[src/design/tpp_pkg.sv]
package tpp_pkg;
  // Avalon byte offsets
  localparam logic [3:0] REG_INDEX = 4'h0;
  localparam logic [3:0] REG_DATA  = 4'h4;
  localparam logic [3:0] REG_CTRL  = 4'h8;

  // Indexed controller registers
  localparam logic [3:0] IX_H_TOTAL   = 4'h0;
  localparam logic [3:0] IX_H_DISP    = 4'h1;
  localparam logic [3:0] IX_HS_POS    = 4'h2;
  localparam logic [3:0] IX_SYNC_WID  = 4'h3;
  localparam logic [3:0] IX_V_TOTAL   = 4'h4;
  localparam logic [3:0] IX_V_DISP    = 4'h5;
  localparam logic [3:0] IX_VS_POS    = 4'h6;
  localparam logic [3:0] IX_MAX_SCAN  = 4'h7;
  localparam logic [3:0] IX_CUR_START = 4'h8;
  localparam logic [3:0] IX_CUR_END   = 4'h9;
  localparam logic [3:0] IX_START_HI  = 4'hA;
  localparam logic [3:0] IX_START_LO  = 4'hB;
  localparam logic [3:0] IX_CURS_HI   = 4'hC;
  localparam logic [3:0] IX_CURS_LO   = 4'hD;
  localparam logic [3:0] IX_PEN_HI    = 4'hE;
  localparam logic [3:0] IX_PEN_LO    = 4'hF;

  // Values after reset
  localparam logic [7:0] RST_H_TOTAL   = 8'h3F;
  localparam logic [7:0] RST_H_DISP    = 8'h28;
  localparam logic [7:0] RST_HS_POS    = 8'h30;
  localparam logic [7:0] RST_SYNC_WID  = 8'h24;
  localparam logic [7:0] RST_V_TOTAL   = 8'h1F;
  localparam logic [7:0] RST_V_DISP    = 8'h19;
  localparam logic [7:0] RST_VS_POS    = 8'h1B;
  localparam logic [7:0] RST_MAX_SCAN  = 8'h0D;
  localparam logic [7:0] RST_CUR_START = 8'h0B;
  localparam logic [7:0] RST_CUR_END   = 8'h0C;
  localparam logic [2:0] RST_CTRL      = 3'h0;

  // Control register bits
  localparam int CTRL_HOLD   = 0;
  localparam int CTRL_MIRROR = 1;
  localparam int CTRL_FREEZE = 2;

  // Dot positions within one character time (eight dots)
  localparam logic [2:0] LATCH_DOT  = 3'h3;
  localparam logic [2:0] ADV_DOT    = 3'h7;
  localparam logic [2:0] PHASE2_DOT = 3'h4;
  localparam int         CHAR_HIGH_BIT = 2;

  // Flash dividers on vertical sync
  localparam int CURSOR_FLASH_BIT = 3;
  localparam int CHAR_FLASH_BIT   = 4;

  // Attribute fields
  localparam int ATTR_INTENS = 3;
  localparam int ATTR_BLINK  = 7;
endpackage

[src/design/tpp_pixel_pipe.sv]
// Decided for this implementation: the Avalon-MM register port and the placing of the registers.
`timescale 1ns/1ns
// How it works
// - Memory address counter starts at zero or start address, steps once per character.
// - Twelve-bit cell address and four-bit glyph row address are produced.
// - At line end glyph row increments and address returns to line start.
// - Character and attribute memories share the cell address only.
// - Character code latched on character clock; code plus row address the font.
// - Font byte loads while load select high, then shifts one bit per dot.
// - Pixel blocked by active-low gate, then XORed with invert.
// - Pixel registered per dot; strap picks true or complemented video pin.
// - Attribute decoded to active-low gate and invert; intensity passes raw.
// - Gate, invert, intensity delayed two character clocks; intensity registered per dot.
// - Delayed blink bit gates the intensity path into the output register.
// - Syncs follow the same delay and output registers as video.
// - Vertical sync divided into cursor and character flash clocks.
// - Controller hold clears scan counters and address (flash divider keeps its count), drives outputs low, keeps programmed registers.
// - Rising pen strobe captures current address into pen register.
// - Display window output high while display memory is fetched.
// - Cursor output asserts at programmed cursor address.
// - Write stores to addressed register, except the read-only pen pair; read returns it.
// - Select 0 reaches index register, select 1 the indexed register.
// - Host cycles ignored unless device select is low.
// - Syncs derived from counts with programmed position and width.
// - Shift register holds, shifts right or shifts left by mode selects.
// - Both selects high load; clear needs upper select low.
// - Character clock is dot clock over eight.
// - Controller owns memory address while character clock low, host when high.
module tpp_pixel_pipe (
  input  wire logic        clk,                  // 25 MHz dot clock
  input  wire logic        nrst,                 // Async reset, active low
  input  wire logic [3:0]  avs_address,          // Byte address
  input  wire logic        avs_read,             // Read request
  input  wire logic        avs_write,            // Write request
  input  wire logic [31:0] avs_writedata,        // Write data
  output logic      [31:0] avs_readdata,         // Read data
  output logic             avs_waitrequest,      // Stall
  input  wire logic        dev_sel_n,            // Device select, active low
  input  wire logic [11:0] host_addr,            // Host memory address
  output logic      [11:0] mem_addr,             // Muxed memory address
  output logic      [11:0] char_cell_addr,       // Controller cell address
  output logic      [3:0]  glyph_row_addr,       // Scan line in glyph
  input  wire logic [7:0]  char_data,            // Character memory data
  input  wire logic [7:0]  attr_data,            // Attribute memory data
  output logic      [11:0] font_addr,            // Font ROM address
  input  wire logic [7:0]  font_data,            // Font ROM pixel byte
  output logic             char_clk,             // Character clock
  output logic             display_window_active, // Fetching display memory
  output logic             cursor_active,        // Cursor at this cell
  input  wire logic        pen_strobe,           // Light pen strobe
  input  wire logic        video_polarity_strap, // Video pin polarity
  output logic             video_out,            // Video pin
  output logic             intensity_out,        // Intensity pin
  output logic             hsync_out,            // Horizontal sync pin
  output logic             vsync_out             // Vertical sync pin
);

  // Pipeline stage bits: gate_n, invert_n, intens, cursor, window, hsync, vsync
  typedef struct packed {
    logic gate_n;
    logic invert_n;
    logic intens;
    logic cur;
    logic win;
    logic hs;
    logic vs;
  } tpp_stage_t;

  typedef struct packed {
    logic [2:0]       dot_cnt;
    logic             ack;
    logic [7:0]       rdata;
    logic [3:0]       index;
    logic [15:0][7:0] regs;
    logic [2:0]       ctrl;
    logic [7:0]       h_cnt;
    logic [3:0]       scan;
    logic [6:0]       row;
    logic             vs_on;
    logic [3:0]       vs_cnt;
    logic [11:0]      ma;
    logic [11:0]      line_start;
    logic             pen_prev;
    logic             vs_prev;
    logic [4:0]       flash_cnt;
    logic [7:0]       code;
    tpp_stage_t       d1;
    tpp_stage_t       d2;
    logic             blink_d;
    logic [7:0]       sr;
    logic             video_q;
    logic             intens_q;
    logic             hs_q;
    logic             vs_q;
    logic             strap_done;
    logic             strap_val;
  } tpp_state_t;

  tpp_state_t s;
  tpp_state_t next_s;
  logic       rst_meta;
  logic       rst_n;

  // Reset release through two flops
  always_ff @(posedge clk or negedge nrst) begin
    if (!nrst) begin
      rst_meta <= 1'b0;
      rst_n    <= 1'b0;
    end else begin
      rst_meta <= 1'b1;
      rst_n    <= rst_meta;
    end
  end

  logic        hold;
  logic        latch_en;
  logic        adv_en;
  logic        line_end;
  logic        frame_end;
  logic [7:0]  h_off;
  logic        hs_live;
  logic        win_live;
  logic        cur_live;
  logic        cursor_flash_clock;
  logic        char_flash_clock;
  logic [11:0] start_addr;
  logic [11:0] cursor_addr;
  logic [3:0]  max_scan;
  logic        mode_sel_lo;
  logic        mode_sel_hi;
  logic        right_serial_out;
  logic        left_serial_out;
  logic        right_fill_in;
  logic        left_fill_in;
  logic        sr_clear_n;
  logic        pix_raw;
  logic        pix;
  logic        intens_gated;
  logic        req;
  logic        sel_ok;
  logic [7:0]  bus_val;

  assign hold      = s.ctrl[tpp_pkg::CTRL_HOLD];
  assign char_clk  = s.dot_cnt[tpp_pkg::CHAR_HIGH_BIT];
  assign latch_en  = s.dot_cnt == tpp_pkg::LATCH_DOT;
  assign adv_en    = s.dot_cnt == tpp_pkg::ADV_DOT;
  assign line_end  = adv_en && s.h_cnt == s.regs[tpp_pkg::IX_H_TOTAL];
  assign max_scan  = s.regs[tpp_pkg::IX_MAX_SCAN][3:0];
  assign frame_end = line_end && s.scan == max_scan
                     && s.row == s.regs[tpp_pkg::IX_V_TOTAL][6:0];
  assign start_addr  = {s.regs[tpp_pkg::IX_START_HI][3:0], s.regs[tpp_pkg::IX_START_LO]};
  assign cursor_addr = {s.regs[tpp_pkg::IX_CURS_HI][3:0], s.regs[tpp_pkg::IX_CURS_LO]};

  // Controller outputs, low while held except the flash clocks, which keep their value
  assign h_off    = s.h_cnt - s.regs[tpp_pkg::IX_HS_POS];
  assign hs_live  = !hold && s.h_cnt >= s.regs[tpp_pkg::IX_HS_POS]
                    && h_off < {4'h0, s.regs[tpp_pkg::IX_SYNC_WID][3:0]};
  assign win_live = !hold && s.h_cnt < s.regs[tpp_pkg::IX_H_DISP]
                    && s.row < s.regs[tpp_pkg::IX_V_DISP][6:0];
  assign cursor_flash_clock = s.flash_cnt[tpp_pkg::CURSOR_FLASH_BIT];
  assign char_flash_clock   = s.flash_cnt[tpp_pkg::CHAR_FLASH_BIT];
  assign cur_live = win_live && s.ma == cursor_addr && cursor_flash_clock
                    && s.scan >= s.regs[tpp_pkg::IX_CUR_START][3:0]
                    && s.scan <= s.regs[tpp_pkg::IX_CUR_END][3:0];
  assign display_window_active = win_live;
  assign cursor_active         = cur_live;
  assign char_cell_addr        = s.ma;
  assign glyph_row_addr        = s.scan;
  // Cell address reaches memory in the low half of the character clock; host owns the high half
  assign mem_addr  = char_clk ? host_addr : s.ma;
  assign font_addr = {s.code, s.scan};

  // Shift register mode selects; mirror shifts the other way
  assign mode_sel_hi      = adv_en || s.ctrl[tpp_pkg::CTRL_MIRROR];
  assign mode_sel_lo      = !s.ctrl[tpp_pkg::CTRL_FREEZE]
                            && (adv_en || !s.ctrl[tpp_pkg::CTRL_MIRROR]);
  assign sr_clear_n       = !(hold && !mode_sel_hi);
  assign right_serial_out = s.sr[7];
  assign left_serial_out  = s.sr[0];
  assign right_fill_in    = 1'b0;
  assign left_fill_in     = 1'b0;

  assign pix_raw = s.ctrl[tpp_pkg::CTRL_MIRROR] ? left_serial_out : right_serial_out;
  // Gate first, then invert; outside the window stays background
  assign pix = s.d2.win && (((pix_raw && s.d2.gate_n) ^ !s.d2.invert_n)
                            || s.d2.cur);
  assign intens_gated = s.d2.win && s.d2.intens
                        && !(s.blink_d && char_flash_clock);

  // Bus
  assign req     = avs_read || avs_write;
  assign sel_ok  = !dev_sel_n;
  assign avs_waitrequest = req && !s.ack;
  assign avs_readdata    = {24'h0000_00, s.rdata};

  always_comb begin
    bus_val = 8'h00;
    if (sel_ok) begin
      unique case (avs_address)
        tpp_pkg::REG_INDEX: bus_val = {4'h0, s.index};
        tpp_pkg::REG_DATA:  bus_val = s.regs[s.index];
        tpp_pkg::REG_CTRL:  bus_val = {char_flash_clock, cursor_flash_clock, s.vs_on,
                                       hs_live, win_live, s.ctrl};
        default:            bus_val = 8'h00;
      endcase
    end
  end

  always_comb begin
    next_s = s;
    next_s.dot_cnt = s.dot_cnt + 3'h1;

    // Bus: one wait state, write lands when waitrequest is low
    next_s.ack = req && !s.ack;
    if (req && !s.ack) begin
      next_s.rdata = bus_val;
    end
    if (avs_write && s.ack && sel_ok) begin
      unique case (avs_address)
        tpp_pkg::REG_INDEX: next_s.index = avs_writedata[3:0];
        tpp_pkg::REG_DATA: begin
          // Pen registers are read only
          if (s.index != tpp_pkg::IX_PEN_HI && s.index != tpp_pkg::IX_PEN_LO) begin
            next_s.regs[s.index] = avs_writedata[7:0];
          end
        end
        tpp_pkg::REG_CTRL:  next_s.ctrl = avs_writedata[2:0];
        default: begin
        end
      endcase
    end

    // Scan counters
    if (hold) begin
      next_s.h_cnt      = 8'h00;
      next_s.scan       = 4'h0;
      next_s.row        = 7'h00;
      next_s.vs_on      = 1'b0;
      next_s.vs_cnt     = 4'h0;
      next_s.ma         = 12'h000;
      next_s.line_start = 12'h000;
    end else if (adv_en) begin
      next_s.h_cnt = s.h_cnt + 8'h01;
      next_s.ma    = s.ma + 12'h001;
      if (line_end) begin
        next_s.h_cnt = 8'h00;
        if (frame_end) begin
          next_s.scan       = 4'h0;
          next_s.row        = 7'h00;
          next_s.line_start = start_addr;
          next_s.ma         = start_addr;
        end else if (s.scan == max_scan) begin
          next_s.scan       = 4'h0;
          next_s.row        = s.row + 7'h01;
          next_s.line_start = s.line_start + {4'h0, s.regs[tpp_pkg::IX_H_DISP]};
          next_s.ma         = s.line_start + {4'h0, s.regs[tpp_pkg::IX_H_DISP]};
        end else begin
          next_s.scan = s.scan + 4'h1;
          next_s.ma   = s.line_start;
        end
        // Vertical sync counted in scan lines
        if (next_s.scan == 4'h0 && next_s.row == s.regs[tpp_pkg::IX_VS_POS][6:0]) begin
          next_s.vs_on  = 1'b1;
          next_s.vs_cnt = 4'h0;
        end else if (s.vs_on) begin
          next_s.vs_cnt = s.vs_cnt + 4'h1;
          if (s.vs_cnt + 4'h1 == s.regs[tpp_pkg::IX_SYNC_WID][7:4]) begin
            next_s.vs_on = 1'b0;
          end
        end
      end
    end

    // Light pen; the pen registers have no other writer
    next_s.pen_prev = pen_strobe;
    if (pen_strobe && !s.pen_prev) begin
      next_s.regs[tpp_pkg::IX_PEN_HI] = {4'h0, s.ma[11:8]};
      next_s.regs[tpp_pkg::IX_PEN_LO] = s.ma[7:0];
    end

    // Flash divider on vertical sync rising edge
    next_s.vs_prev = s.vs_on;
    if (s.vs_on && !s.vs_prev) begin
      next_s.flash_cnt = s.flash_cnt + 5'h01;
    end

    // Character clock rising: latch code, decode attribute, advance delay
    if (latch_en) begin
      next_s.code        = char_data;
      next_s.d1.gate_n   = hold || attr_data[6:0] != 7'h00
                           && attr_data[6:0] != 7'h08;
      next_s.d1.invert_n = hold || attr_data[6:4] != 3'h7
                           || attr_data[2:0] != 3'h0;
      next_s.d1.intens   = !hold && attr_data[tpp_pkg::ATTR_INTENS];
      next_s.d1.cur      = cur_live;
      next_s.d1.win      = win_live;
      next_s.d1.hs       = hs_live;
      next_s.d1.vs       = !hold && s.vs_on;
      next_s.d2          = s.d1;
      next_s.blink_d     = attr_data[tpp_pkg::ATTR_BLINK];
    end

    // Shift register modes
    if (!sr_clear_n) begin
      next_s.sr = 8'h00;
    end else begin
      unique case ({mode_sel_hi, mode_sel_lo})
        2'b11: next_s.sr = font_data;
        2'b01: next_s.sr = {s.sr[6:0], right_fill_in};
        2'b10: next_s.sr = {left_fill_in, s.sr[7:1]};
        2'b00: next_s.sr = s.sr;
      endcase
    end

    // Dot-rate output registers
    next_s.video_q  = pix;
    next_s.intens_q = intens_gated;
    next_s.hs_q     = s.d2.hs;
    next_s.vs_q     = s.d2.vs;

    // Strap caught once after reset release
    if (!s.strap_done) begin
      next_s.strap_done = 1'b1;
      next_s.strap_val  = video_polarity_strap;
    end
  end

  always_ff @(posedge clk or negedge rst_n) begin
    if (!rst_n) begin
      s <= '0;
      s.regs[tpp_pkg::IX_H_TOTAL]   <= tpp_pkg::RST_H_TOTAL;
      s.regs[tpp_pkg::IX_H_DISP]    <= tpp_pkg::RST_H_DISP;
      s.regs[tpp_pkg::IX_HS_POS]    <= tpp_pkg::RST_HS_POS;
      s.regs[tpp_pkg::IX_SYNC_WID]  <= tpp_pkg::RST_SYNC_WID;
      s.regs[tpp_pkg::IX_V_TOTAL]   <= tpp_pkg::RST_V_TOTAL;
      s.regs[tpp_pkg::IX_V_DISP]    <= tpp_pkg::RST_V_DISP;
      s.regs[tpp_pkg::IX_VS_POS]    <= tpp_pkg::RST_VS_POS;
      s.regs[tpp_pkg::IX_MAX_SCAN]  <= tpp_pkg::RST_MAX_SCAN;
      s.regs[tpp_pkg::IX_CUR_START] <= tpp_pkg::RST_CUR_START;
      s.regs[tpp_pkg::IX_CUR_END]   <= tpp_pkg::RST_CUR_END;
      s.ctrl <= tpp_pkg::RST_CTRL;
    end else begin
      s <= next_s;
    end
  end

  // Complemented pin is a strap choice, not a register
  assign video_out     = s.strap_val ? !s.video_q : s.video_q;
  assign intensity_out = s.intens_q;
  assign hsync_out     = s.hs_q;
  assign vsync_out     = s.vs_q;
endmodule

[config.mk]
export PLATFORM = sky130hd
export DESIGN_NAME = tpp_pixel_pipe
export DESIGN_NICKNAME = d
export VERILOG_FILES = /design/src/design/tpp_pkg.sv /design/src/design/tpp_pixel_pipe.sv
export SDC_FILE = /design/constraint.sdc
export NUM_CORES = 1
export LEC_CHECK = 0
export ABC_AREA = 1
export BUFFER_PORTS_ARGS = -buffer_cell sky130_fd_sc_hd__buf_4
export CAP_MARGIN = 20
export CORE_MARGIN = 1.5
export CORE_UTILIZATION = 50
export CTS_CLUSTER_SIZE = 24
export DETAILED_ROUTE_END_ITERATION = 7
export PLACE_DENSITY = 0.79
export REMOVE_ABC_BUFFERS = 1
export SYNTH_ARGS = -nofsm -noshare
export SYNTH_HDL_FRONTEND = slang
export SYNTH_SLANG_ARGS = --single-unit
[constraint.sdc]
create_clock -name clk -period 7.7 [get_ports clk]
set_input_delay 1.54 -clock clk [delete_from_list [all_inputs] [get_ports clk]]
set_output_delay 1.54 -clock clk [all_outputs]
set_load 0.02 [all_outputs]
==> flow_summary.html <==
<table>
<tr><th>Metric</th><th>Value</th></tr>
<tr><th colspan="2">Timing</th></tr>
<tr><td>Time the worst path needs with I/O delays and setup</td><td>between 4000 and 5000 ps</td></tr>
<tr><td>Number of endpoints failing setup at the final stage</td><td>0</td></tr>
<tr><td>Worst slew margin relative to its limit</td><td>0.2853</td></tr>
<tr><td>Final hold violations</td><td>0</td></tr>
<tr><td>Total negative slack</td><td>0 ps</td></tr>
<tr><td>Count of final max-slew check failures</td><td>0</td></tr>
<tr><td>Achievable frequency</td><td>~0.22 GHz</td></tr>
<tr><td>Setup repair after global routing missed its margin</td><td>no</td></tr>
<tr><td>Worst clock skew</td><td>11.93 ps</td></tr>
<tr><td>Part of the cycle the worst path needs</td><td>0.5983</td></tr>
<tr><td>Transition at the pin with the smallest max-transition slack</td><td>1070 ps</td></tr>
<tr><th colspan="2">Routing</th></tr>
<tr><td>Top sig layer</td><td>met5</td></tr>
<tr><td>Number of nets still failing antenna checks after routing</td><td>0</td></tr>
<tr><td>Iteration count of the initial detailed-routing pass</td><td>6</td></tr>
<tr><td>Met3 Routed Length</td><td>approximately 3200 µm</td></tr>
<tr><td>Count of routing violations after the opening detailed-route iteration</td><td>1195</td></tr>
<tr><td>Via/cell ratio</td><td>about 5.7</td></tr>
<tr><td>Detail Route met2 WL</td><td>17110 µm</td></tr>
<tr><td>Vias after detailed routing</td><td>11890</td></tr>
<tr><td>DRT Wirelength</td><td>37700 µm</td></tr>
<tr><td>Total DRC errors in the routed layout</td><td>0</td></tr>
<tr><td>Mean routed wirelength per cell</td><td>18.03 µm</td></tr>
<tr><td>M1 WL</td><td>roughly 16000 µm</td></tr>
<tr><th colspan="2">Global routing</th></tr>
<tr><td>Tot GR Track Use</td><td>0.2674</td></tr>
<tr><td>Largest net degree at the start of global routing</td><td>73</td></tr>
<tr><td>Wire length of the first global-routing pass</td><td>approximately 60000 µm</td></tr>
<tr><td>Number of antenna violations at the first check in global routing</td><td>1</td></tr>
<tr><td>Vias in the first global route</td><td>11080</td></tr>
<tr><td>Total gr overflow</td><td>0</td></tr>
<tr><th colspan="2">Floorplanning</th></tr>
<tr><td>Width of the chip</td><td>167.7 µm</td></tr>
<tr><td>Starting density of the core</td><td>0.5060</td></tr>
<tr><td>Die Y</td><td>167.7 µm</td></tr>
<tr><td>Area of the die</td><td>0.02812 mm²</td></tr>
<tr><td>Placeable core region</td><td>0.02680 mm²</td></tr>
<tr><td>Row Count</td><td>60</td></tr>
<tr><td>Num ports</td><td>159</td></tr>
<tr><th colspan="2">Place</th></tr>
<tr><td>Placed cell count</td><td>about 2000</td></tr>
<tr><td>Final Wtd Congestion</td><td>0.9855</td></tr>
<tr><td>Quantity of I/O buffers inserted on ports</td><td>110</td></tr>
<tr><td>DP HPWL</td><td>26620 µm</td></tr>
<tr><th colspan="2">Cells and area</th></tr>
<tr><td># nets final</td><td>1860</td></tr>
<tr><td>Filler cell count</td><td>about 2500</td></tr>
<tr><td>Fin cells</td><td>approximately 2100</td></tr>
<tr><td>Area growth from synthesis to final layout</td><td>11.53%</td></tr>
<tr><td>Antenna diode count</td><td>0</td></tr>
<tr><td>Share of post-route cells with drive strength above 1</td><td>0.1234</td></tr>
<tr><th colspan="2">Power and ir drop</th></tr>
<tr><td>Switching fraction of total power</td><td>0.3544</td></tr>
<tr><td>Switch Pwr</td><td>1.373 mW</td></tr>
<tr><td>Fraction of power consumed by combinational cells</td><td>0.273</td></tr>
<tr><td>Share of total power in the clock network</td><td>0.321</td></tr>
<tr><td>Int Power</td><td>2.501 mW</td></tr>
<tr><td>Total power density per cell area</td><td>between 200 and 300 mW/mm²</td></tr>
<tr><td>Part of the power in registers</td><td>0.406</td></tr>
<tr><td>Maximum resistive drop on vdd</td><td>0.0001754 V</td></tr>
<tr><td>P_leak</td><td>7.099 nW</td></tr>
<tr><th colspan="2">Run</th></tr>
<tr><td>Number of max-cap violations</td><td>0</td></tr>
<tr><th colspan="2">Worst setup path</th></tr>
<tr><td>Highest fanout seen on the critical path</td><td>4</td></tr>
<tr><td>Data required time of the worst path</td><td>6160 ps</td></tr>
<tr><td>Critical Path Sink Type</td><td>primary output</td></tr>
<tr><td>Critical setup path kind</td><td>flip-flop to primary output</td></tr>
<tr><td>Startpoint class of the critical path</td><td>flip-flop</td></tr>
<tr><td>Critical Path AT</td><td>just over 3000 ps</td></tr>
<tr><th colspan="2">Yosys</th></tr>
<tr><td>Number of register bits inferred by synthesis</td><td>241</td></tr>
<tr><td>Primary FF master, synth</td><td>dfrtp_1</td></tr>
<tr><td>Mean post-synth cell area</td><td>8.068 µm²</td></tr>
<tr><td>Cell count after synthesis</td><td>1681</td></tr>
<tr><td>Unique masters post-synth</td><td>55</td></tr>
<tr><td>Sequential-to-total area share from yosys stat</td><td>0.4476</td></tr>
<tr><td>Number of enable flip-flop cells after synthesis</td><td>0</td></tr>
<tr><td>Fraction of registers with async set or reset after synthesis</td><td>1.000</td></tr>
<tr><td>Number of warnings printed during yosys synthesis</td><td>0</td></tr>
<tr><td>Summed instance area of the synthesized netlist</td><td>~0.014 mm²</td></tr>
<tr><th colspan="2">CTS</th></tr>
<tr><td>CTS Root Buffer Type</td><td>clkbuf_16</td></tr>
<tr><td>TritonCTS clock tree</td><td>built</td></tr>
<tr><td>Post-CTS setup buffers</td><td>0</td></tr>
<tr><td>Number of cells upsized or downsized after cts</td><td>0</td></tr>
<tr><td>Number of levels the H-tree was split into</td><td>1</td></tr>
<tr><td>Clock-pin slew reported for the worst setup and hold paths after clock tree synthesis</td><td>60 ps</td></tr>
<tr><td>Sink count of the clock tree</td><td>around 240</td></tr>
<tr><td>Number of buffers inserted during clock tree synthesis</td><td>27</td></tr>
<tr><td>Quantity of hold-fixing buffers added after cts</td><td>0</td></tr>
<tr><td>Clock buffer depth</td><td>3</td></tr>
<tr><td>Source-to-sink clock delay at the later pin of the worst-skew pair</td><td>roughly 540 ps</td></tr>
<tr><th colspan="2">Run status</th></tr>
<tr><td>Outcome</td><td>completed</td></tr>
<tr><th colspan="2">Hold path</th></tr>
<tr><td>Path class of the lowest-slack min-delay path</td><td>flip-flop to flip-flop</td></tr>
</table>
## power by group through the flow
stage / combinational, mW / sequential, mW / clock [mW]
detailed placement: 1.04 / 1.59 / 0
CTS: 1.04 / 1.57 / 1.26
global placement: 1.01 / 1.58 / 0
global route: 1.17 / 1.59 / 1.31
floorplan: 0.635 / 1.59 / 0
finish: 1.06 / 1.57 / 1.24
## cell usage after synthesis, drive strengths merged, types with 23 or more instances
| cell | number | area [µm²] |
|---|---|---|
| nand2 | 415 | 1568 |
| o21ai | 228 | 1141 |
| dfrtp | 209 | 5230 |
| inv | 169 | 634.4 |
| nor2 | 89 | 349.1 |
| nand3 | 81 | 405.4 |
| buf | 73 | 528.0 |
| a21oi | 58 | 294.0 |
| clkbuf | 54 | 202.7 |
| ha | 50 | 625.6 |
| a22oi | 35 | 262.8 |
| dfstp | 32 | 840.8 |
| xor2 | 31 | 271.5 |
| o22ai | 23 | 143.9 |
## placed cells by master, fill, tap and decap left out, types with 3 or more instances in the layout
cell	instances
nand2_1	413
o21ai_0	221
dfrtp_1	208
inv_1	163
buf_4	120
nor2_1	86
nand3_1	81
a21oi_1	57
ha_1	50
a22oi_1	35
dfstp_2	32
xor2_1	31
clkbuf_16	27
conb_1	26
o22ai_1	23
xnor2_1	18
a22o_1	17
o221ai_1	15
nand4_1	14
o211ai_1	14
nor3_1	9
clkbuf_1	8
o21ai_1	7
clkinv_2	7
inv_2	6
a2111oi_0	4
nor4_1	4
a31oi_1	4
clkbuf_8	4
a211oi_1	3
nand3b_1	3
nor2_4	3
## critical path, stage by stage, from the launching register on
cell and delay (ps):
dfstp_2 530, inv_1 60, ha_1 290, a21oi_1 130, nor2_1 40, a2111oi_0 630, and3_1 410, inv_1 130
nor2_1 140, buf_4 160
## cell type report
type,count,area (µm²),area share
Multi-Input combinational cell,1166,6216,0.4110
Sequential cell,241,6075,0.4016
Timing Repair Buffer,122,915.9,0.06055
Clock buffer,39,760.7,0.05029
Inverter,171,641.9,0.04244
Tap cell,341,426.7,0.02821
Clock inverter,11,90.09,0.005956
## cells by family after synthesis
logic type | after synthesis | synth area share
other | 2 | 0.0005538
buffers and inverters | 298 | 0.1012
DFF | 241 | 0.4476
adders and majority gates | 52 | 0.04908
muxes | 2 | 0.001661
xor gates and xnor gates | 49 | 0.03164
and+or+nand+nor | 626 | 0.1917
AOI/OAI and AO/OA | 411 | 0.1765
## path summary, 6_finish.rpt
path / start / endpoint / slack [ps] / depth (start not counted)
setup / recovery: s[139] / cursor_active / 3090 / 9
min in group asynchronous: rst_n / s[78] / 400 / 0
hold / removal: rst_meta / rst_n / 350 / 0
max in group asynchronous: rst_n / s[23] / 5220 / 2
setup reg to reg: char_clk / s[70] / 4380 / 14
hold reg to reg: rst_meta / rst_n / 350 / 0
## routing by layer
metal | global-route usage | vias to the layer above
li1 | - | 5618
met1 | 0.3623 | 5627
met2 | 0.4241 | 553
met3 | 0.05200 | 93
met4 | 0.1011 | 2
met5 | 0.01565 | -
## sequential cells by signal, indices dropped and copies added, names as in the netlist, 3 cells and up
signal	count
s	179
char_cell_addr	12
cursor_addr	12
avs_readdata	8
font_addr	8
glyph_row_addr	4
max_scan	4
next_s	3
## stage by stage
| stage | cell area, µm² | hold slack (ps) | setup WS [ps] | total power, mW | util |
|---|---|---|---|---|---|
| 6_report | 15130 | 351.3 | 3093 | 3.874 | 0.5644 |
| 5_1_grt | 15130 | 359.5 | 3001 | 4.064 | 0.5644 |
| 4_1_cts | 15110 | 359.2 | 3163 | 3.869 | 0.5640 |
| 3_5_place_dp | 14260 | 345.7 | 3734 | 2.624 | 0.5322 |
| 3_3_place_gp | 14260 | 335.8 | 3788 | 2.591 | 0.5321 |
| 2_1_floorplan | 12920 | 331.2 | 542.5 | 2.226 | - |
Power figures use the tool's default switching activity.
